--- src/hdl/spo_map.svh ---
// spo_map.svh: register offsets, field positions, reset values and timing counts
// assumes a 100 MHz core clock and 32-bit AXI4-Lite register access
`ifndef SPO_MAP_SVH
`define SPO_MAP_SVH

`define SPO_OFF_CTRL 8'h00
`define SPO_OFF_STATUS 8'h04
`define SPO_OFF_IRQ_STAT 8'h08
`define SPO_OFF_IRQ_MASK 8'h0C
`define SPO_OFF_MAP 8'h10
`define SPO_OFF_PINS 8'h14

// control register fields
`define SPO_CTRL_MODE_LSB 0
`define SPO_CTRL_MODE_W 3
`define SPO_CTRL_MODE_SEL 3
`define SPO_CTRL_RESET 32'h0000_0000

// remap register: 5-bit pin index per function
`define SPO_MAP_SON_LSB 0
`define SPO_MAP_RES_LSB 8
`define SPO_MAP_RESET 32'h0000_0504

// interrupt bits
`define SPO_IRQ_READY 0
`define SPO_IRQ_ESTOP 1
`define SPO_IRQ_FCLR 2
`define SPO_IRQ_PWRLOSS 3
`define SPO_IRQ_W 4

// warning codes
`define SPO_WARN_NONE 8'h00
`define SPO_WARN_NOPWR 8'h01
`define SPO_WARN_ESTOP 8'hE6

// timing
`define SPO_CLK_HZ 100000000
`define SPO_ACCEPT_MS 1500
`define SPO_READY_MS 5
`define SPO_MS_CYC (`SPO_CLK_HZ / 1000)
`define SPO_ACCEPT_CYC (`SPO_ACCEPT_MS * `SPO_MS_CYC)
`define SPO_READY_CYC (`SPO_READY_MS * `SPO_MS_CYC)

`endif

--- src/hdl/spo_pkg.sv ---
// spo_pkg.sv: types for the servo power-on sequencer
// assumes nothing beyond the map header
`default_nettype none
package spo_pkg;
    typedef enum logic [2:0] {
        MODE_POS, MODE_POS_SPD, MODE_SPD, MODE_SPD_TRQ, MODE_TRQ, MODE_TRQ_POS
    } spo_mode_t;
    typedef enum {
        ST_NOPWR, ST_WAIT, ST_IDLE, ST_BASE, ST_READY, ST_ESTOP
    } spo_state_t;
endpackage : spo_pkg
`default_nettype wire

--- src/hdl/spo_sequencer.sv ---
// spo_sequencer.sv: servo power-on sequencer with AXI4-Lite registers
// assumes synchronous pins; contactor and host keep their own sequence
`include "spo_map.svh"
`default_nettype none
module spo_sequencer
    import spo_pkg::*;
#(
    parameter int ACCEPT_MS = `SPO_ACCEPT_MS,
    parameter int MS_CYC = `SPO_MS_CYC
) (
    // clock and reset
    input wire logic core_clk,
    input wire logic rst,
    // axi4-lite
    input wire logic [7:0] s_axi_awaddr,
    input wire logic s_axi_awvalid,
    output logic s_axi_awready,
    input wire logic [31:0] s_axi_wdata,
    input wire logic [3:0] s_axi_wstrb,
    input wire logic s_axi_wvalid,
    output logic s_axi_wready,
    output logic [1:0] s_axi_bresp,
    output logic s_axi_bvalid,
    input wire logic s_axi_bready,
    input wire logic [7:0] s_axi_araddr,
    input wire logic s_axi_arvalid,
    output logic s_axi_arready,
    output logic [31:0] s_axi_rdata,
    output logic [1:0] s_axi_rresp,
    output logic s_axi_rvalid,
    input wire logic s_axi_rready,
    // power and pins
    input wire logic mainPower,
    input wire logic [31:0] pinIn,
    input wire logic estop_in,
    input wire logic pulse_train_fwd_in,
    input wire logic pulse_train_rev_in,
    // drive outputs
    output logic powerStageOn,
    output logic dynBrake,
    output logic readyOut,
    output logic [7:0] estop_warning_code,
    output logic runFwd,
    output logic runRev,
    output logic pulseFwd,
    output logic pulseRev,
    output logic irq
);
    spo_state_t state_ff, nxt_state;
    logic [31:0] ctrl_ff, map_ff;
    logic [`SPO_IRQ_W-1:0] irqStat_ff, irqMask_ff, irqEvt;
    logic servo_enable_in, fault_clear_in;
    logic timerRestart, timerDone;
    logic [15:0] timerLimit;
    logic speedSel2, fwdRun, revRun, propCtl, tqCap, fwdSel, revSel, pulseEn;
    logic wrFire, rdFire, awHeld_ff, wHeld_ff;
    logic [7:0] awAddr_ff;
    logic [31:0] wData_ff;
    logic [3:0] wStrb_ff;
    logic [31:0] maskMerged;

    // pin select by remap field
    function automatic logic pickPin(input logic [31:0] pins, input logic [4:0] idx);
        pickPin = pins[idx];
    endfunction : pickPin

    // byte-enable merge
    function automatic logic [31:0] merge(input logic [31:0] old, input logic [31:0] d, input logic [3:0] be);
        for (int i = 0; i < 4; i++) begin
            merge[i*8 +: 8] = be[i] ? d[i*8 +: 8] : old[i*8 +: 8];
        end
    endfunction : merge

    assign servo_enable_in = pickPin(pinIn, map_ff[`SPO_MAP_SON_LSB +: 5]);
    assign fault_clear_in = pickPin(pinIn, map_ff[`SPO_MAP_RES_LSB +: 5]);

    // one timer shared by acceptance delay and ready delay
    assign timerRestart = (state_ff != nxt_state);
    assign timerLimit = (nxt_state == ST_WAIT) ? 16'(ACCEPT_MS) : 16'(`SPO_READY_MS);

    assign maskMerged = merge({28'h0, irqMask_ff}, wData_ff, wStrb_ff);

    spo_ms_timer #(.MS_CYC(MS_CYC)) u_timer (
        .core_clk(core_clk),
        .rst(rst),
        .restart(timerRestart),
        .limit(timerLimit),
        .done(timerDone)
    );

    spo_role_mux u_roles (
        .core_clk(core_clk),
        .rst(rst),
        .mode(ctrl_ff[`SPO_CTRL_MODE_LSB +: `SPO_CTRL_MODE_W]),
        .modeSel(ctrl_ff[`SPO_CTRL_MODE_SEL]),
        .pin16(pinIn[16]),
        .pin17(pinIn[17]),
        .pin18(pinIn[18]),
        .speed_select_bit2(speedSel2),
        .forward_run_in(fwdRun),
        .reverse_run_in(revRun),
        .proportional_ctl_in(propCtl),
        .torque_cap_select_in(tqCap),
        .forward_select_in(fwdSel),
        .reverse_select_in(revSel),
        .pulseEnable(pulseEn)
    );

    // sequencing state machine
    always_comb begin
        nxt_state = state_ff;
        case (state_ff)
            ST_NOPWR: if (mainPower) nxt_state = ST_WAIT;
            ST_WAIT: if (timerDone) nxt_state = ST_IDLE;
            ST_IDLE: if (servo_enable_in && estop_in && !fault_clear_in) nxt_state = ST_BASE;
            ST_BASE: if (timerDone) nxt_state = ST_READY;
            ST_READY: if (!servo_enable_in) nxt_state = ST_IDLE;
            ST_ESTOP: if (estop_in) nxt_state = ST_IDLE;
            default: nxt_state = ST_NOPWR;
        endcase
        if ((state_ff == ST_BASE || state_ff == ST_READY) && (fault_clear_in || !servo_enable_in)) begin
            nxt_state = ST_IDLE;
        end
        if (!estop_in && state_ff != ST_NOPWR && state_ff != ST_WAIT) begin
            nxt_state = ST_ESTOP;
        end
        if (!mainPower) begin
            nxt_state = ST_NOPWR;
        end
    end

    always_ff @(posedge core_clk) begin
        if (rst) begin
            state_ff <= ST_NOPWR;
        end else begin
            state_ff <= nxt_state;
        end
    end

    // drive outputs
    always_ff @(posedge core_clk) begin
        if (rst) begin
            powerStageOn <= 1'b0;
            readyOut <= 1'b0;
            dynBrake <= 1'b0;
            estop_warning_code <= `SPO_WARN_NOPWR;
        end else begin
            powerStageOn <= (nxt_state == ST_BASE) || (nxt_state == ST_READY);
            readyOut <= (nxt_state == ST_READY);
            dynBrake <= (nxt_state == ST_ESTOP);
            if (nxt_state == ST_NOPWR) begin
                estop_warning_code <= `SPO_WARN_NOPWR;
            end else if (nxt_state == ST_ESTOP) begin
                estop_warning_code <= `SPO_WARN_ESTOP;
            end else begin
                estop_warning_code <= `SPO_WARN_NONE;
            end
        end
    end

    // motion commands pass only while ready, blocked from estop until ready is reached again
    always_ff @(posedge core_clk) begin
        if (rst) begin
            runFwd <= 1'b0;
            runRev <= 1'b0;
            pulseFwd <= 1'b0;
            pulseRev <= 1'b0;
        end else begin
            runFwd <= readyOut && (fwdRun || fwdSel);
            runRev <= readyOut && (revRun || revSel);
            pulseFwd <= readyOut && pulseEn && pulse_train_fwd_in;
            pulseRev <= readyOut && pulseEn && pulse_train_rev_in;
        end
    end

    // interrupt events
    assign irqEvt[`SPO_IRQ_READY] = (nxt_state == ST_READY) && (state_ff != ST_READY);
    assign irqEvt[`SPO_IRQ_ESTOP] = (nxt_state == ST_ESTOP) && (state_ff != ST_ESTOP);
    assign irqEvt[`SPO_IRQ_FCLR] = fault_clear_in && powerStageOn;
    assign irqEvt[`SPO_IRQ_PWRLOSS] = (nxt_state == ST_NOPWR) && (state_ff != ST_NOPWR);

    // axi write: address and data in either order
    assign wrFire = awHeld_ff && wHeld_ff && !s_axi_bvalid;
    always_ff @(posedge core_clk) begin
        if (rst) begin
            awHeld_ff <= 1'b0;
            wHeld_ff <= 1'b0;
            awAddr_ff <= 8'h00;
            wData_ff <= 32'h0000_0000;
            wStrb_ff <= 4'h0;
            s_axi_awready <= 1'b0;
            s_axi_wready <= 1'b0;
            s_axi_bvalid <= 1'b0;
            s_axi_bresp <= 2'h0;
        end else begin
            s_axi_awready <= !awHeld_ff && !s_axi_awready && !s_axi_bvalid;
            s_axi_wready <= !wHeld_ff && !s_axi_wready && !s_axi_bvalid;
            if (s_axi_awvalid && s_axi_awready) begin
                awHeld_ff <= 1'b1;
                awAddr_ff <= s_axi_awaddr;
                s_axi_awready <= 1'b0;
            end
            if (s_axi_wvalid && s_axi_wready) begin
                wHeld_ff <= 1'b1;
                wData_ff <= s_axi_wdata;
                wStrb_ff <= s_axi_wstrb;
                s_axi_wready <= 1'b0;
            end
            if (wrFire) begin
                awHeld_ff <= 1'b0;
                wHeld_ff <= 1'b0;
                s_axi_bvalid <= 1'b1;
                case (awAddr_ff)
                    `SPO_OFF_CTRL, `SPO_OFF_IRQ_STAT, `SPO_OFF_IRQ_MASK, `SPO_OFF_MAP: s_axi_bresp <= 2'h0;
                    default: s_axi_bresp <= 2'h2;
                endcase
            end else if (s_axi_bvalid && s_axi_bready) begin
                s_axi_bvalid <= 1'b0;
            end
        end
    end

    // writable registers
    always_ff @(posedge core_clk) begin
        if (rst) begin
            ctrl_ff <= `SPO_CTRL_RESET;
            map_ff <= `SPO_MAP_RESET;
            irqMask_ff <= '0;
        end else if (wrFire) begin
            case (awAddr_ff)
                `SPO_OFF_CTRL: ctrl_ff <= merge(ctrl_ff, wData_ff, wStrb_ff) & 32'h0000_000F;
                `SPO_OFF_MAP: map_ff <= merge(map_ff, wData_ff, wStrb_ff) & 32'h0000_1F1F;
                `SPO_OFF_IRQ_MASK: irqMask_ff <= maskMerged[`SPO_IRQ_W-1:0];
                default: ;
            endcase
        end
    end

    // sticky status, set wins over write-one-to-clear
    always_ff @(posedge core_clk) begin
        if (rst) begin
            irqStat_ff <= '0;
            irq <= 1'b0;
        end else begin
            if (wrFire && awAddr_ff == `SPO_OFF_IRQ_STAT && wStrb_ff[0]) begin
                irqStat_ff <= (irqStat_ff & ~wData_ff[`SPO_IRQ_W-1:0]) | irqEvt;
            end else begin
                irqStat_ff <= irqStat_ff | irqEvt;
            end
            irq <= |(irqStat_ff & irqMask_ff);
        end
    end

    // axi read
    assign rdFire = s_axi_arvalid && s_axi_arready;
    always_ff @(posedge core_clk) begin
        if (rst) begin
            s_axi_arready <= 1'b0;
            s_axi_rvalid <= 1'b0;
            s_axi_rdata <= 32'h0000_0000;
            s_axi_rresp <= 2'h0;
        end else begin
            s_axi_arready <= !s_axi_arready && !s_axi_rvalid;
            if (rdFire) begin
                s_axi_arready <= 1'b0;
                s_axi_rvalid <= 1'b1;
                s_axi_rresp <= 2'h0;
                case (s_axi_araddr)
                    `SPO_OFF_CTRL: s_axi_rdata <= ctrl_ff;
                    `SPO_OFF_STATUS: s_axi_rdata <= {16'h0, estop_warning_code, 2'h0, dynBrake,
                                                     readyOut, powerStageOn, 3'(state_ff)};
                    `SPO_OFF_IRQ_STAT: s_axi_rdata <= {28'h0, irqStat_ff};
                    `SPO_OFF_IRQ_MASK: s_axi_rdata <= {28'h0, irqMask_ff};
                    `SPO_OFF_MAP: s_axi_rdata <= map_ff;
                    `SPO_OFF_PINS: s_axi_rdata <= {16'h0, 9'h0, speedSel2, propCtl, tqCap, fwdRun, revRun,
                                                   fwdSel, revSel};
                    default: begin
                        s_axi_rdata <= 32'h0000_0000;
                        s_axi_rresp <= 2'h2;
                    end
                endcase
            end else if (s_axi_rvalid && s_axi_rready) begin
                s_axi_rvalid <= 1'b0;
            end
        end
    end
endmodule : spo_sequencer
`default_nettype wire

--- src/hdl/spo_ms_timer.sv ---
// spo_ms_timer.sv: counts milliseconds from a 1 ms enable pulse
// assumes a synchronous active-high restart
`include "spo_map.svh"
`default_nettype none
module spo_ms_timer #(
    parameter int MS_CYC = `SPO_MS_CYC
) (
    // clock and reset
    input wire logic core_clk,
    input wire logic rst,
    // control
    input wire logic restart,
    input wire logic [15:0] limit,
    // status
    output logic done
);
    logic [16:0] divCnt_ff;
    logic [15:0] msCnt_ff;
    logic msTick;

    assign msTick = (divCnt_ff == 17'(MS_CYC - 1));

    // ms divider
    always_ff @(posedge core_clk) begin
        if (rst || restart || msTick) begin
            divCnt_ff <= 17'h0_0000;
        end else begin
            divCnt_ff <= divCnt_ff + 17'h0_0001;
        end
    end

    // ms counter, saturates at limit
    always_ff @(posedge core_clk) begin
        if (rst || restart) begin
            msCnt_ff <= 16'h0000;
            done <= 1'b0;
        end else if (msTick && !done) begin
            msCnt_ff <= msCnt_ff + 16'h0001;
            done <= (msCnt_ff + 16'h0001 >= limit);
        end
    end
endmodule : spo_ms_timer
`default_nettype wire

--- src/hdl/spo_role_mux.sv ---
// spo_role_mux.sv: routes connector pins to signal roles by control mode
// assumes pins already synchronous to core_clk
`include "spo_map.svh"
`default_nettype none
module spo_role_mux
    import spo_pkg::*;
(
    // clock and reset
    input wire logic core_clk,
    input wire logic rst,
    // mode
    input wire logic [2:0] mode,
    input wire logic modeSel,
    // pins 16 to 18
    input wire logic pin16,
    input wire logic pin17,
    input wire logic pin18,
    // roles
    output logic speed_select_bit2,
    output logic forward_run_in,
    output logic reverse_run_in,
    output logic proportional_ctl_in,
    output logic torque_cap_select_in,
    output logic forward_select_in,
    output logic reverse_select_in,
    output logic pulseEnable
);
    spo_mode_t m;
    logic second;

    // changeover: modeSel picks the second role of the pair
    assign second = modeSel;

    always_comb begin
        m = spo_mode_t'(mode);
        case (m)
            MODE_POS_SPD: m = second ? MODE_SPD : MODE_POS;
            MODE_SPD_TRQ: m = second ? MODE_TRQ : MODE_SPD;
            MODE_TRQ_POS: m = second ? MODE_POS : MODE_TRQ;
            default: m = spo_mode_t'(mode);
        endcase
    end

    // role assignment per effective mode
    always_ff @(posedge core_clk) begin
        if (rst) begin
            speed_select_bit2 <= 1'b0;
            forward_run_in <= 1'b0;
            reverse_run_in <= 1'b0;
            proportional_ctl_in <= 1'b0;
            torque_cap_select_in <= 1'b0;
            forward_select_in <= 1'b0;
            reverse_select_in <= 1'b0;
            pulseEnable <= 1'b0;
        end else begin
            speed_select_bit2 <= (m != MODE_POS) && pin16;
            proportional_ctl_in <= (m == MODE_POS) && pin17;
            torque_cap_select_in <= (m == MODE_POS) && pin18;
            forward_run_in <= (m == MODE_SPD) && pin17;
            reverse_run_in <= (m == MODE_SPD) && pin18;
            reverse_select_in <= (m == MODE_TRQ) && pin17;
            forward_select_in <= (m == MODE_TRQ) && pin18;
            pulseEnable <= (m == MODE_POS);
        end
    end
endmodule : spo_role_mux
`default_nettype wire

--- config.mk ---
export PLATFORM = sky130hd
export DESIGN_NAME = spo_sequencer
export DESIGN_NICKNAME = d
export VERILOG_FILES = /design/src/hdl/spo_pkg.sv /design/src/hdl/spo_sequencer.sv /design/src/hdl/spo_ms_timer.sv /design/src/hdl/spo_role_mux.sv
export VERILOG_INCLUDE_DIRS = /design/src /design/src/hdl
export SDC_FILE = /design/constraint.sdc
export NUM_CORES = 1
export LEC_CHECK = 0
export ABC_AREA = 1
export BUFFER_PORTS_ARGS = -buffer_cell sky130_fd_sc_hd__buf_2
export CORE_UTILIZATION = 50
export CTS_CLUSTER_DIAMETER = 50
export DETAILED_ROUTE_END_ITERATION = 10
export PLACE_DENSITY = 0.76
export SLEW_MARGIN = 20
export SYNTH_ARGS = -nofsm -noshare
export SYNTH_HDL_FRONTEND = slang
export SYNTH_HIERARCHICAL = 1
export SYNTH_SLANG_ARGS = --single-unit
--- constraint.sdc ---
create_clock -name core_clk -period 3 [get_ports core_clk]
set_clock_uncertainty 0.2 [all_clocks]
set_input_delay 0.6 -clock core_clk [delete_from_list [all_inputs] [get_ports core_clk]]
set_output_delay 0.6 -clock core_clk [all_outputs]
set_load 0.01 [all_outputs]
=== Yosys cells after proc, flatten, opt, wreduce, memory -nomap -nowiden ===
Index checks and enable logic that the tools add are counted.

* Bits in registers: 178
* Input bits: 95

* Bitwise logic cells: 5
* Equality and inequality tests: 29
* Add/subtract/negate cells: 2
* Reduce and logical (&&, ||, !) cells: 75
* Mux-type cells: 27
* Order comparisons: 3

{| class="wikitable"
|+ Operators with widths
! kind !! count
|-
| $mux W32 || 8
|-
| $pmux W32 S6 || 1
|-
| $eq A32 B3 Y1 const B || 4
|-
| $eq A32 B2 Y1 const B || 3
|-
| $eq A32 B4 Y1 const B || 3
|-
| $pmux W16 S6 || 1
|-
| $logic_not A32 Y1 || 2
|-
| $ne A32 B4 Y1 const B || 2
|-
| $logic_and A1 B1 Y1 || 36
|-
| $eq A32 B1 Y1 const B || 1
|-
| $eq A8 B4 Y1 const B || 4
|-
| $ne A32 B2 Y1 const B || 1
|-
| $ne A32 B32 Y1 || 1
|-
| $reduce_bool A32 Y1 || 1
|-
| $eq A8 B5 Y1 const B || 3
|-
| $add A17 B1 Y17 const B || 1
|-
| $eq A17 B17 Y1 const B || 1
|-
| $add A16 B1 Y16 const B || 1
|-
| $ge A16 B11 Y1 || 1
|-
| $logic_not A8 Y1 || 2
|-
| $lt A5 B6 Y1 const B || 2
|-
| $reduce_and A3 Y1 || 4
|-
| $logic_not A1 Y1 || 11
|-
| $mux W11 || 1
|-
| 21 further kinds || 46
|}

=== Longest topological paths before layout ===
Gate-level depths: netlist of the first run.

* Word-level depth: 13
* Gate-level depth with buffers: 31

=== By module ===
The synthesis of the first run kept the hierarchy.

{| class="wikitable"
|+ Modules (own cells, without submodules)
! module !! times used !! cells each !! area each (µm²) !! sequential area each (µm²)
|-
| spo_sequencer || 1 || 685 || 4941.0 || 2122.0
|-
| spo_ms_timer || 1 || 321 || 2299.7 || 680.7
|-
| spo_role_mux || 1 || 34 || 270.3 || 160.2
|}

=== Least setup slack after synthesis of the first run ===
No wires, ideal clock.

* Path kind: input -> register
* Start: input port pinIn[13]
* End: register u_timer.done
* Arrival time: 2.537 ns
* Slack: 0.145 ns
* Library setup time: 0.118 ns
* Path buffers: 0
* Required time: 2.682 ns
* Stages on the path: 24
* Cells stage by stage: nand2_1 -> nand3_1 -> nand3_1 -> nand2_1 -> nand2_1 -> nand3_1 -> nand2_1 -> nand4_1 -> nand2_1 -> nand2_1 -> nand2_1 -> nand2_2 -> a21oi_2 -> nand2_1 -> inv_2 -> inv_1 -> ha_1 -> a21o_1 -> nor2_1 -> nand2_1 -> nand2_1 -> nand3_1 -> nand2_1 -> a21oi_1

* Cells in the longest elaborated chain, start to end: 12
* Elaborated cells between the ends (all ways): 21
* Classes of those cells: order compare: 1; eq/ne: 2; mux: 11; reduce/logical: 7

{| class="wikitable"
|+ Ends and longest elaborated chain
! item !! RTL line !! text
|-
| start, declared || spo_sequencer.sv:34 || <nowiki>input wire logic [31:0] pinIn,</nowiki>
|-
| $bmux W1 S5 || spo_sequencer.sv:64 || <nowiki>pickPin = pins[idx];</nowiki>
|-
| $mux W1 (implied by the code) || spo_sequencer.sv:64 ||
|-
| $logic_and A1 B1 Y1 / $logic_not A1 Y1 (equally long branches) || spo_sequencer.sv:115 || <nowiki>ST_IDLE: if (servo_enable_in && estop_in && !fault_clear_in) nxt_state = ST_BASE;</nowiki>
|-
| $logic_and A1 B1 Y1 || spo_sequencer.sv:115 ||
|-
| $mux W32 || spo_sequencer.sv:115 ||
|-
| $pmux W32 S6 || spo_sequencer.sv:112 || <nowiki>case (state_ff)</nowiki>
|-
| $mux W32 (*) || spo_sequencer.sv:121 || <nowiki>if ((state_ff == ST_BASE || state_ff == ST_READY) && (fault_clear_in || !servo_enable_in)) begin</nowiki>
|-
| $mux W32 (*) || spo_sequencer.sv:124 || <nowiki>if (!estop_in && state_ff != ST_NOPWR && state_ff != ST_WAIT) begin</nowiki>
|-
| $mux W32 (*) || spo_sequencer.sv:127 || <nowiki>if (!mainPower) begin</nowiki>
|-
| $eq A32 B2 Y1 (*) || spo_sequencer.sv:79 || <nowiki>assign timerLimit = (nxt_state == ST_WAIT) ? 16'(ACCEPT_MS) : 16'(`SPO_READY_MS);</nowiki>
|-
| $mux W11 (*) || spo_sequencer.sv:79 ||
|-
| net timerLimit[0] || spo_sequencer.sv:54 || <nowiki>logic [15:0] timerLimit;</nowiki>
|-
| $ge A16 B11 Y1 (*) || spo_ms_timer.sv:39 || <nowiki>done <= (msCnt_ff + 16'h0001 >= limit);</nowiki>
|-
| end signal, assigned || spo_ms_timer.sv:39 ||
|-
| end, declared || spo_ms_timer.sv:15 || <nowiki>output logic done</nowiki>
|}

Mark *: on every way through the listed nets, which the timed path passes. The rest lies on a longest branch. The select of a mux whose other input is x is not followed.
A chain may end at the register's enable or synchronous reset.

=== Final worst setup path of the first run ===
* Start: register map_ff[0]
* End: register u_timer.done

* Cells in the longest elaborated chain, start to end: 12
* Elaborated cells between the ends (all ways): 18
* Classes of those cells: order compare: 1; eq/ne: 2; mux: 9; reduce/logical: 6

{| class="wikitable"
|+ Ends and longest elaborated chain
! item !! RTL line !! text
|-
| start, declared || spo_sequencer.sv:50 || <nowiki>logic [31:0] ctrl_ff, map_ff;</nowiki>
|-
| start signal, assigned || spo_sequencer.sv:227 || <nowiki>map_ff <= `SPO_MAP_RESET;</nowiki>
|-
| start signal, assigned || spo_sequencer.sv:232 || <nowiki>`SPO_OFF_MAP: map_ff <= merge(map_ff, wData_ff, wStrb_ff) & 32'h0000_1F1F;</nowiki>
|-
| $bmux W1 S5 (*) || spo_sequencer.sv:64 ||
|-
| $mux W1 (implied by the code) (*) || spo_sequencer.sv:64 ||
|-
| $logic_and A1 B1 Y1 (2 in series) || spo_sequencer.sv:115 ||
|-
| $mux W32 || spo_sequencer.sv:115 ||
|-
| $pmux W32 S6 || spo_sequencer.sv:112 ||
|-
| $mux W32 (*) || spo_sequencer.sv:121 ||
|-
| $mux W32 (*) || spo_sequencer.sv:124 ||
|-
| $mux W32 (*) || spo_sequencer.sv:127 ||
|-
| $eq A32 B2 Y1 (*) || spo_sequencer.sv:79 ||
|-
| $mux W11 (*) || spo_sequencer.sv:79 ||
|-
| net timerLimit[0] || spo_sequencer.sv:54 ||
|-
| $ge A16 B11 Y1 (*) || spo_ms_timer.sv:39 ||
|}

Marks and branches as above.

==> metrics.txt, run 1 <==
status=finished, violations left; violations in the final reports=setup timing; Avg Inst Size Synth=7.22 um^2; synthesized area=0.00751 mm^2; Reg2Reg Setup Slack=-230 ps; CTS root buf=clkbuf_16; Final HPWL DP=12,800 um; Worst EP arrival=between 3000 and 4000 ps; Final nets=1,351; initial core utilization=51.5%; Least-Margin Pin Slew=between 700 and 800 ps; cells after synthesis=roughly 1,000; DRT Pass-1 Iters=5; share of cells above drive strength 1=28.3%; Buf/Inv on CP=6; Primary FF master, synth=dfxtp_1; gr usage total=23.2%; Pins Over Slew Limit=0; Die W=125 um; final period utilization=108%; Fmax=0.309 GHz; Reg2Reg Depth=28; Seq/Total Area, Yosys=approximately 39%; H-tree levels=4; final worst slack=-234 ps; core area=roughly 0.015 mm^2; full die area=0.0155 mm^2; Yosys warnings=6; worst flop-to-flop path endpoint=u_timer/done; vias in the first global route=6,465; VDD IR max=between 300 and 400 uV; Die Y=125 um; Setup CP Type=reg -> reg; TritonCTS clock tree=yes; GRT overflow=0; pwr dens=~460 mW/mm^2; Worst-Skew Late Latency=430 ps; Crit. End Element=register; DR WL/cell=13.2 um; RSZ-0062 raised after global routing=true; First DRT Iteration DRCs=514; drt drc=0; vias per cell=5.02; synth top area cells=dfxtp_1 (39%), nand2_1 (11%), nor2_1 (6.7%), inv_1 (5.4%), nand3_1 (5.4%); most used cell, CP=nand3_2; Place WS=-265 ps; distinct cell type count after synthesis=53; Vias=7,201; Detail Route Antenna Nets=0; Hold Path Stages=3; number of buffers added on ports=106; final setup fails=8; n_diodes=0; Top delay family on crit path=simple AND/OR/NAND/NOR gates; Worst-path clk slew=60 ps; Critical R2R Launch=map_ff[0]; final hold vios=0; Core Rows=44; cell with the most instances after synthesis=nand2_1; Hold Buf Count CTS=0; Post-Place Cell Area=approximately 0.0085 mm^2; initial antenna violation count=1; Post-synth ARST share=0%; Lkg Pwr=~4.4 nW; Final Critical Period=3230 ps; post-route cell area=0.00971 mm^2; synth-to-layout area growth=29.3%; Hold/Removal Path Class=in -> reg; largest net degree at the start of global routing=46; Fin Hold WS=between 200 and 250 ps; TritonCTS Sinks=148; Slew HR=47.9%; Detailed Route WL=roughly 19,000 um; HP Start=pulse_train_fwd_in; dominant cell type by area after synthesis=dfxtp_1; number of flops mapped to enable cells by yosys=0; Crit-path slowest cell=dfxtp_4; WHS Endpoint=pulseFwd; commonest cells in the netlist=nand2_1 (215), dfxtp_1 (148), nor2_1 (135); clock buffer count from CTS=17; worst endpoint required time=3150 ps; global-route wire length before repair=a little under 30,000 um; CTS max path bufs=2; Max Cap Viol=0; Yosys reg bits=148; I/O pins=152; CP Max Fanout=8; crit-path max cell delay=410 ps; critical path startpoint category=register; share of the synthesized area in the top cell type=39.4%; GPL Wtd Cong=0.876
## how the worst max path moves through the flow
stage	from	to	slack, ps	depth (start not counted)
2_1_floorplan	pinIn[13]	u_timer/done	150	24
3_3_place_gp	pinIn[9]	u_timer/done	-260	25
3_5_place_dp	pinIn[5]	u_timer/done	-270	25
4_1_cts	map_ff[0]	u_timer/done	-50	28
5_1_grt	map_ff[0]	u_timer/done	-410	28
6_report	map_ff[0]	u_timer/done	-230	28
## tightest hold or removal path: cells and delay by family
family | cells | cell delay, ps
and+or+nand+nor | 2 | 80
buffers and inverters | 1 | 100
## layer usage
metal  GRT usage [%]  up-vias  part of all wire, %
met2            37.7      275                   48
met4            9.21        2                  2.0
met1            28.5     3199                   42
met3            7.00       40                  7.6
li1                -     3685                    -
met5               0        -                0.069
## flip-flops by register name, indices dropped and copies added, names as in the netlist, 2 cells and up
name / cells
estop_warning_code: 2
irqMask_ff: 4
wStrb_ff: 2
u_timer/divCnt_ff: 17
ctrl_ff: 4
u_timer/msCnt_ff: 16
state_ff: 32
awAddr_ff: 8
wData_ff: 10
map_ff: 10
irqStat_ff: 4
s_axi_rdata: 13
## cell families (layout without fill, tap and decap cells)
group | count (synthesis) | count (layout) | synth area share (%)
AOI/OAI and AO/OA | 157 | 157 | 11.5
DFF | 148 | 148 | 39.4
adders and majority gates | 18 | 18 | 3.00
and+or+nand+nor | 522 | 522 | 31.9
buffers and inverters | 171 | 325 | 11.4
xor gates and xnor gates | 22 | 22 | 2.67
other | 2 | 59 | 0.100
## power breakdown
part	total (mW)	switching, mW	internal, mW
Combinational	0.361	0.217	0.143
Sequential	2.07	0.0351	2.03
Clock	2.08	0.813	1.27
## metrics by stage
| stage | utilization [%] | power, mW | setup TNS, ps | instances |
|---|---|---|---|---|
| after floorplan | - | 2.32 | 0 | 1097 |
| after global placement | 58.1 | 2.42 | -1460 | 1384 |
| after detailed placement | 58.1 | 2.43 | -2010 | 1384 |
| after CTS | 63.1 | 4.50 | -50.8 | 1422 |
| after global routing | 66.6 | 4.68 | -5180 | 1435 |
| final | 66.6 | 4.51 | -304 | 1435 |
## repair_timing
item / CTS / global route
cloned: 3 / 2
pin swaps: 7 / 54
setup endpoints to repair: 3 / 33
endpoints found under the hold margin: 0 / 0
buffers inserted: 3 / 11
resized for setup: 17 / 108
## placed cells by master (no fill, tap or decap), drive strengths merged, types with 5 or more instances in the layout
master  Yosys  routed
a211oi      7       7
a21oi      63      63
buf        42     172
clkbuf     10      21
clkinv      0       5
conb        2      59
dfxtp     148     148
ha         18      18
inv       119     123
nand2     241     241
nand3      86      86
nand4      12      12
nor2      153     153
nor3       19      19
nor4        6       6
o211ai      6       6
o21ai      67      67
xnor2       6       6
xor2       16      16
## layout make-up
class                      count  area [um^2]
tap                          184          230
clock inverter                11          125
clock buffer                  21          460
sequential                   148         2970
timing repair buffer         172         1140
fill                        1200         4880
inverter                     119          490
multi-input combinational    778         4270
timing repair inverter         2         27.5
(Power assumes the default switching activity.)
==> run 2, diff against run 1 <==
--- a/config.mk
+++ b/config.mk
@@ -12,6 +12,7 @@
 export CTS_CLUSTER_DIAMETER = 50
 export DETAILED_ROUTE_END_ITERATION = 10
 export PLACE_DENSITY = 0.76
+export SKIP_LAST_GASP = 1
 export SLEW_MARGIN = 20
 export SYNTH_ARGS = -nofsm -noshare
 export SYNTH_HDL_FRONTEND = slang
==> metrics.txt, run 2 (synthesis results as in run 1) <==
Pins Over Slew Limit=0 (unchanged); Worst EP arrival=3320 ps (-70 ps); TritonCTS Sinks=148 (unchanged); Die Y=125 um (unchanged); final core occ=66.4% (-0.17 points); H-tree levels=4 (unchanged); Setup CP Type=reg -> reg; combinational power share=7.7% (-0.3 points); number of buffers added on ports=106 (unchanged); Lkg Pwr=4.41 nW (-0.33%); Vias=7,216 (+0.21%); Final Critical Period=3170 ps (-68.7 ps); largest registers=state_ff (32), u_timer/divCnt_ff (17), u_timer/msCnt_ff (16); Clk pwr share=46.4% (+0.2 points); commonest non-fill, non-tap cells in the layout=nand2_1 (197), dfxtp_1 (145), nor2_1 (125); Finished Layout Cells=1,432 (-0.21%); Core Rows=44 (unchanged); Worst-path clk slew=60 ps (about the same); Worst-Skew Late Latency=430 ps (about the same); CTS max path bufs=2 (unchanged); Post-Place Cell Area=0.00848 mm^2 (unchanged); Final nets=1,348 (-0.22%); DRT Pass-1 Iters=5 (unchanged); Hold Buf Count CTS=0 (unchanged); Hold/Removal Path Class=in -> reg; First DRT Iteration DRCs=462 (-10%); Fillers=1,225 (+2.1%); core area=0.0146 mm^2 (unchanged); status=finished, violations left; worst endpoint required time=3160 ps (about the same); violations in the final reports=setup timing; Detail Route Antenna Nets=0 (unchanged); clock buffer count from CTS=17 (unchanged); largest net degree at the start of global routing=46 (unchanged); Max Cap Viol=0 (unchanged); Reg power frac=46.0% (+0.2 points); RSZ-0062 raised after global routing=true; Die W=125 um (unchanged); TritonCTS clock tree=yes; Reg with most FFs=state_ff; VDD IR max=379 uV (-0.21%); sw frac=23.6% (-0.057 points); drt drc=0 (unchanged); pwr dens=464 mW/mm^2 (about the same); Crit. End Element=register; Psw=1.06 mW (-0.57%); n_diodes=0 (unchanged); Detailed Route WL=18,600 um (-1.4%); Pint=3.44 mW (-0.25%); I/O pins=152 (unchanged); initial antenna violation count=1 (unchanged); CTS root buf=clkbuf_16; final worst slack=-165 ps (+68.7 ps); Least-Margin Pin Slew=833 ps (+53.6 ps); Final HPWL DP=12,800 um (unchanged); full die area=0.0155 mm^2 (unchanged); Fmax=0.316 GHz (+2.2%); Inst Count DP=1,384 (unchanged); initial core utilization=51.5% (unchanged); global-route wire length before repair=29,200 um (-0.26%); gr usage total=23.1% (-0.037 points); vias in the first global route=6,436 (-0.45%); commonest non-fill, non-tap cell in the layout=nand2_1; max reg flops=32 (unchanged); Slew HR=44.3% (-3.6 points); CP Max Fanout=8 (unchanged); GRT overflow=0 (unchanged); share of cells above drive strength 1=28.8% (+0.55 points); final setup fails=29 (+21); post-route cell area=0.00969 mm^2 (-0.26%); final hold vios=0 (unchanged); DR WL/cell=13.0 um (-1.2%); synth-to-layout area growth=29.0%; critical path startpoint category=register; vias per cell=5.04 (+0.42%); final period utilization=106% (-2.3 points); GPL Wtd Cong=0.876 (unchanged)
==> run 2: changes by cell type in the layout (fill, tap and decap cells not counted), sizes merged <==
cell,previous run,this run
inv,123,122
buf,172,170
==> run 2: layer usage <==
metal | up-vias | wire length [um] | global-route usage, %
li1 | 3688 | - | -
met1 | 3222 | 8020 | 28.5
met2 | 259 | 8820 | 37.7
met3 | 45 | 1350 | 6.96
met4 | 2 | 425 | 9.07
met5 | - | 13 | 0
==> run 2: worst paths after layout <==
| kind | start | to | slack [ps] | cells past startpoint |
|---|---|---|---|---|
| max | map_ff[0] | u_timer/done | -170 | 27 |
| min | pulse_train_fwd_in | pulseFwd | 200 | 3 |
| max reg2reg | map_ff[0] | u_timer/done | -170 | 27 |
| min reg2reg | wHeld_ff | s_axi_wready | 230 | 1 |
==> run 2: worst max-delay path, stage by stage (launching register included) <==
cell	delay (ps)
dfxtp_4	380
buf_16	170
inv_12	90
nand2_2	50
nand3_1	90
nand3_1	70
nand2_1	70
nand2_1	50
nand2_1	50
nand2_1	50
nand2_2	130
nand4_1	90
nand2_1	70
nand2_1	60
nand2_2	80
nand2_2	80
a21oi_4	150
nand2_2	100
inv_4	100
buf_4	110
inv_1	30
ha_1	280
nand3_2	70
nor2_2	130
nand3_1	100
nand3_2	80
nand2_2	50
a21oi_2	100
==> run 2: power by group through the flow <==
stage	logic [mW]	registers (mW)	clock network [mW]
2_1_floorplan	0.208	2.11	0
3_3_place_gp	0.312	2.11	0
3_5_place_dp	0.317	2.11	0
4_1_cts	0.322	2.07	2.11
5_1_grt	0.388	2.07	2.21
6_report	0.344	2.07	2.09
==> run 2: through the flow <==
step	setup TNS [ps]	hold slack (ps)	worst slack, ps	power, mW
2_1_floorplan	0	198	145	2.32
3_3_place_gp	-1460	216	-259	2.42
3_5_place_dp	-2010	221	-265	2.43
4_1_cts	-80.2	185	-80.2	4.50
5_1_grt	-5680	204	-375	4.67
6_report	-1070	198	-165	4.50
==> run 2: area by class of cell <==
| cell class | count | area [um^2] | area share, % |
|---|---|---|---|
| clock inverter | 11 | 125 | 1.29 |
| sequential | 148 | 2970 | 30.6 |
| inverter | 119 | 480 | 4.96 |
| tap | 184 | 230 | 2.38 |
| clock buffer | 21 | 460 | 4.75 |
| multi-input combinational | 778 | 4280 | 44.1 |
| timing repair inverter | 1 | 16.3 | 0.168 |
| timing repair buffer | 170 | 1130 | 11.7 |
==> run 2: timing repair <==
| item | in CTS | in global routing |
|---|---|---|
| gates resized for setup | 12 | 118 |
| endpoints found under the setup margin | 3 | 33 |
| gates cloned | 3 | 1 |
| pin swaps | 7 | 39 |
| buffers inserted | 3 | 10 |
==> run 3, diff against run 2 <==
--- a/config.mk
+++ b/config.mk
@@ -9,9 +9,10 @@
 export ABC_AREA = 1
 export BUFFER_PORTS_ARGS = -buffer_cell sky130_fd_sc_hd__buf_2
 export CORE_UTILIZATION = 50
-export CTS_CLUSTER_DIAMETER = 50
+export CTS_CLUSTER_DIAMETER = 60
 export DETAILED_ROUTE_END_ITERATION = 10
 export PLACE_DENSITY = 0.76
+export SKIP_CTS_REPAIR_TIMING = 1
 export SKIP_LAST_GASP = 1
 export SLEW_MARGIN = 20
 export SYNTH_ARGS = -nofsm -noshare
==> metrics.txt, run 3 (synthesis results as in run 1) <==
status=finished, violations left; violations in the final reports=setup timing; most used cell, CP=nand2_1; gr usage total=22.8% (-0.34 points); Least-Margin Pin Slew=657 ps (-176 ps); Reg with most FFs=state_ff; CTS max path bufs=2 (unchanged); n_diodes=0 (unchanged); Pins Over Slew Limit=0 (unchanged); CP Max Fanout=8 (unchanged); synth-to-layout area growth=27.1%; Lkg Pwr=4.42 nW (+0.36%); crit-path max cell delay=350 ps (-30 ps); Worst EP arrival=3380 ps (+60 ps); worst endpoint required time=3150 ps (about the same); Fmax=0.310 GHz (-1.8%); Worst-path clk slew=60 ps (about the same); Detailed Route WL=18,300 um (-2.0%); Die Y=125 um (unchanged); final core occ=65.5% (-0.95 points); TritonCTS clock tree=yes; vias per cell=4.98 (-1.2%); Final nets=1,351 (+0.22%); Worst-Skew Late Latency=430 ps (about the same); share of cells above drive strength 1=26.0% (-2.9 points); Slew HR=55.8% (+12 points); Setup CP Type=reg -> reg; H-tree levels=4 (unchanged); Detail Route Antenna Nets=0 (unchanged); Hold/Removal Path Class=in -> reg; commonest non-fill, non-tap cell in the layout=nand2_1; vias in the first global route=6,348 (-1.4%); clock buffer count from CTS=17 (unchanged); pwr dens=470 mW/mm^2 (+1.4%); global-route wire length before repair=28,900 um (-1.3%); Die W=125 um (unchanged); First DRT Iteration DRCs=405 (-12%); initial antenna violation count=1 (unchanged); Final HPWL DP=12,800 um (unchanged); Place WS=-265 ps (unchanged); Crit-path slowest cell=dfxtp_4; final worst slack=-222 ps (-56.6 ps); initial core utilization=51.5% (unchanged); DR WL/cell=12.7 um (-2.2%); Core Rows=44 (unchanged); largest registers=state_ff (32), u_timer/divCnt_ff (17), u_timer/msCnt_ff (16); DRT Pass-1 Iters=7 (+2); final setup fails=33 (+14%); Fillers=1,255 (+2.4%); Fin Hold WS=199 ps (+1.56 ps); Vias=7,147 (-0.96%); GRT overflow=0 (unchanged); Crit. End Element=register; Final Critical Period=3220 ps (+56.6 ps); drt drc=0 (unchanged); Power Total=4.49 mW (about the same); max reg flops=32 (unchanged); core area=0.0146 mm^2 (unchanged); Max Cap Viol=0 (unchanged); final period utilization=107% (+1.9 points); CTS root buf=clkbuf_16; RSZ-0062 raised after global routing=true; number of buffers added on ports=106 (unchanged); full die area=0.0155 mm^2 (unchanged); final hold vios=0 (unchanged); largest net degree at the start of global routing=46 (unchanged); VDD IR max=377 uV (-0.62%); commonest non-fill, non-tap cells in the layout=nand2_1 (203), dfxtp_1 (145), nor2_1 (131); TritonCTS Sinks=148 (unchanged); I/O pins=152 (unchanged); critical path startpoint category=register; GPL Wtd Cong=0.876 (unchanged)
## run 3: cell count changes in the layout (fill, tap and decap cells not counted), sizes merged
cell and delta:
buf +2, clkbuf +2, clkinv +1, inv -2
## run 3: path summary, 6_finish.rpt
check,start,end,slack (ps),depth (start not counted)
worst min-delay path,pulse_train_fwd_in,pulseFwd,200,3
worst max register to register,map_ff[0],u_timer/done,-220,28
worst max-delay path,map_ff[0],u_timer/done,-220,28
worst min register to register,wHeld_ff,s_axi_wready,230,1
## run 3: stage by stage
step	setup TNS [ps]	cell area, um^2	instances
floorplan	0	7720	1097
global placement	-1460	8480	1384
detailed placement	-2010	8480	1384
CTS	-146	9070	1416
global route	-7350	9550	1435
finish	-3110	9550	1435
## run 3: cell type report
| cell class | count | area (um^2) | share of cell area [%] |
|---|---|---|---|
| inverters | 119 | 480 | 5.03 |
| repair buffers | 174 | 1160 | 12.2 |
| clock inverters | 11 | 125 | 1.31 |
| clock buffers | 21 | 460 | 4.82 |
| multi-input cells | 778 | 4120 | 43.1 |
| well taps | 184 | 230 | 2.41 |
| flip-flops and latches | 148 | 2970 | 31.1 |
## run 3: where the power goes
group	internal [mW]	switching, mW
logic	0.133	0.206
clock network	1.27	0.816
registers	2.03	0.0349
total	3.43	1.06
## run 3: per-layer routing
layer  wire, um  part of all wire (%)  track usage, %  vias up
met1       7860                    43            28.4     3171
met3       1340                   7.4            6.66       37
met2       8660                    47            36.9      257
li1           -                     -               -     3680
met4        377                   2.1            8.93        2
met5         13                 0.071               0        -
## run 3: worst max-delay path: cells and delay by family, from the launching register on
kind / cells / cell delay (ps)
AO/OA/AOI/OAI: 2 / 260
adder cells (fa/ha/maj): 1 / 280
AND/OR/NAND/NOR: 19 / 1460
buffers and inverters: 6 / 590
flip-flops: 1 / 350
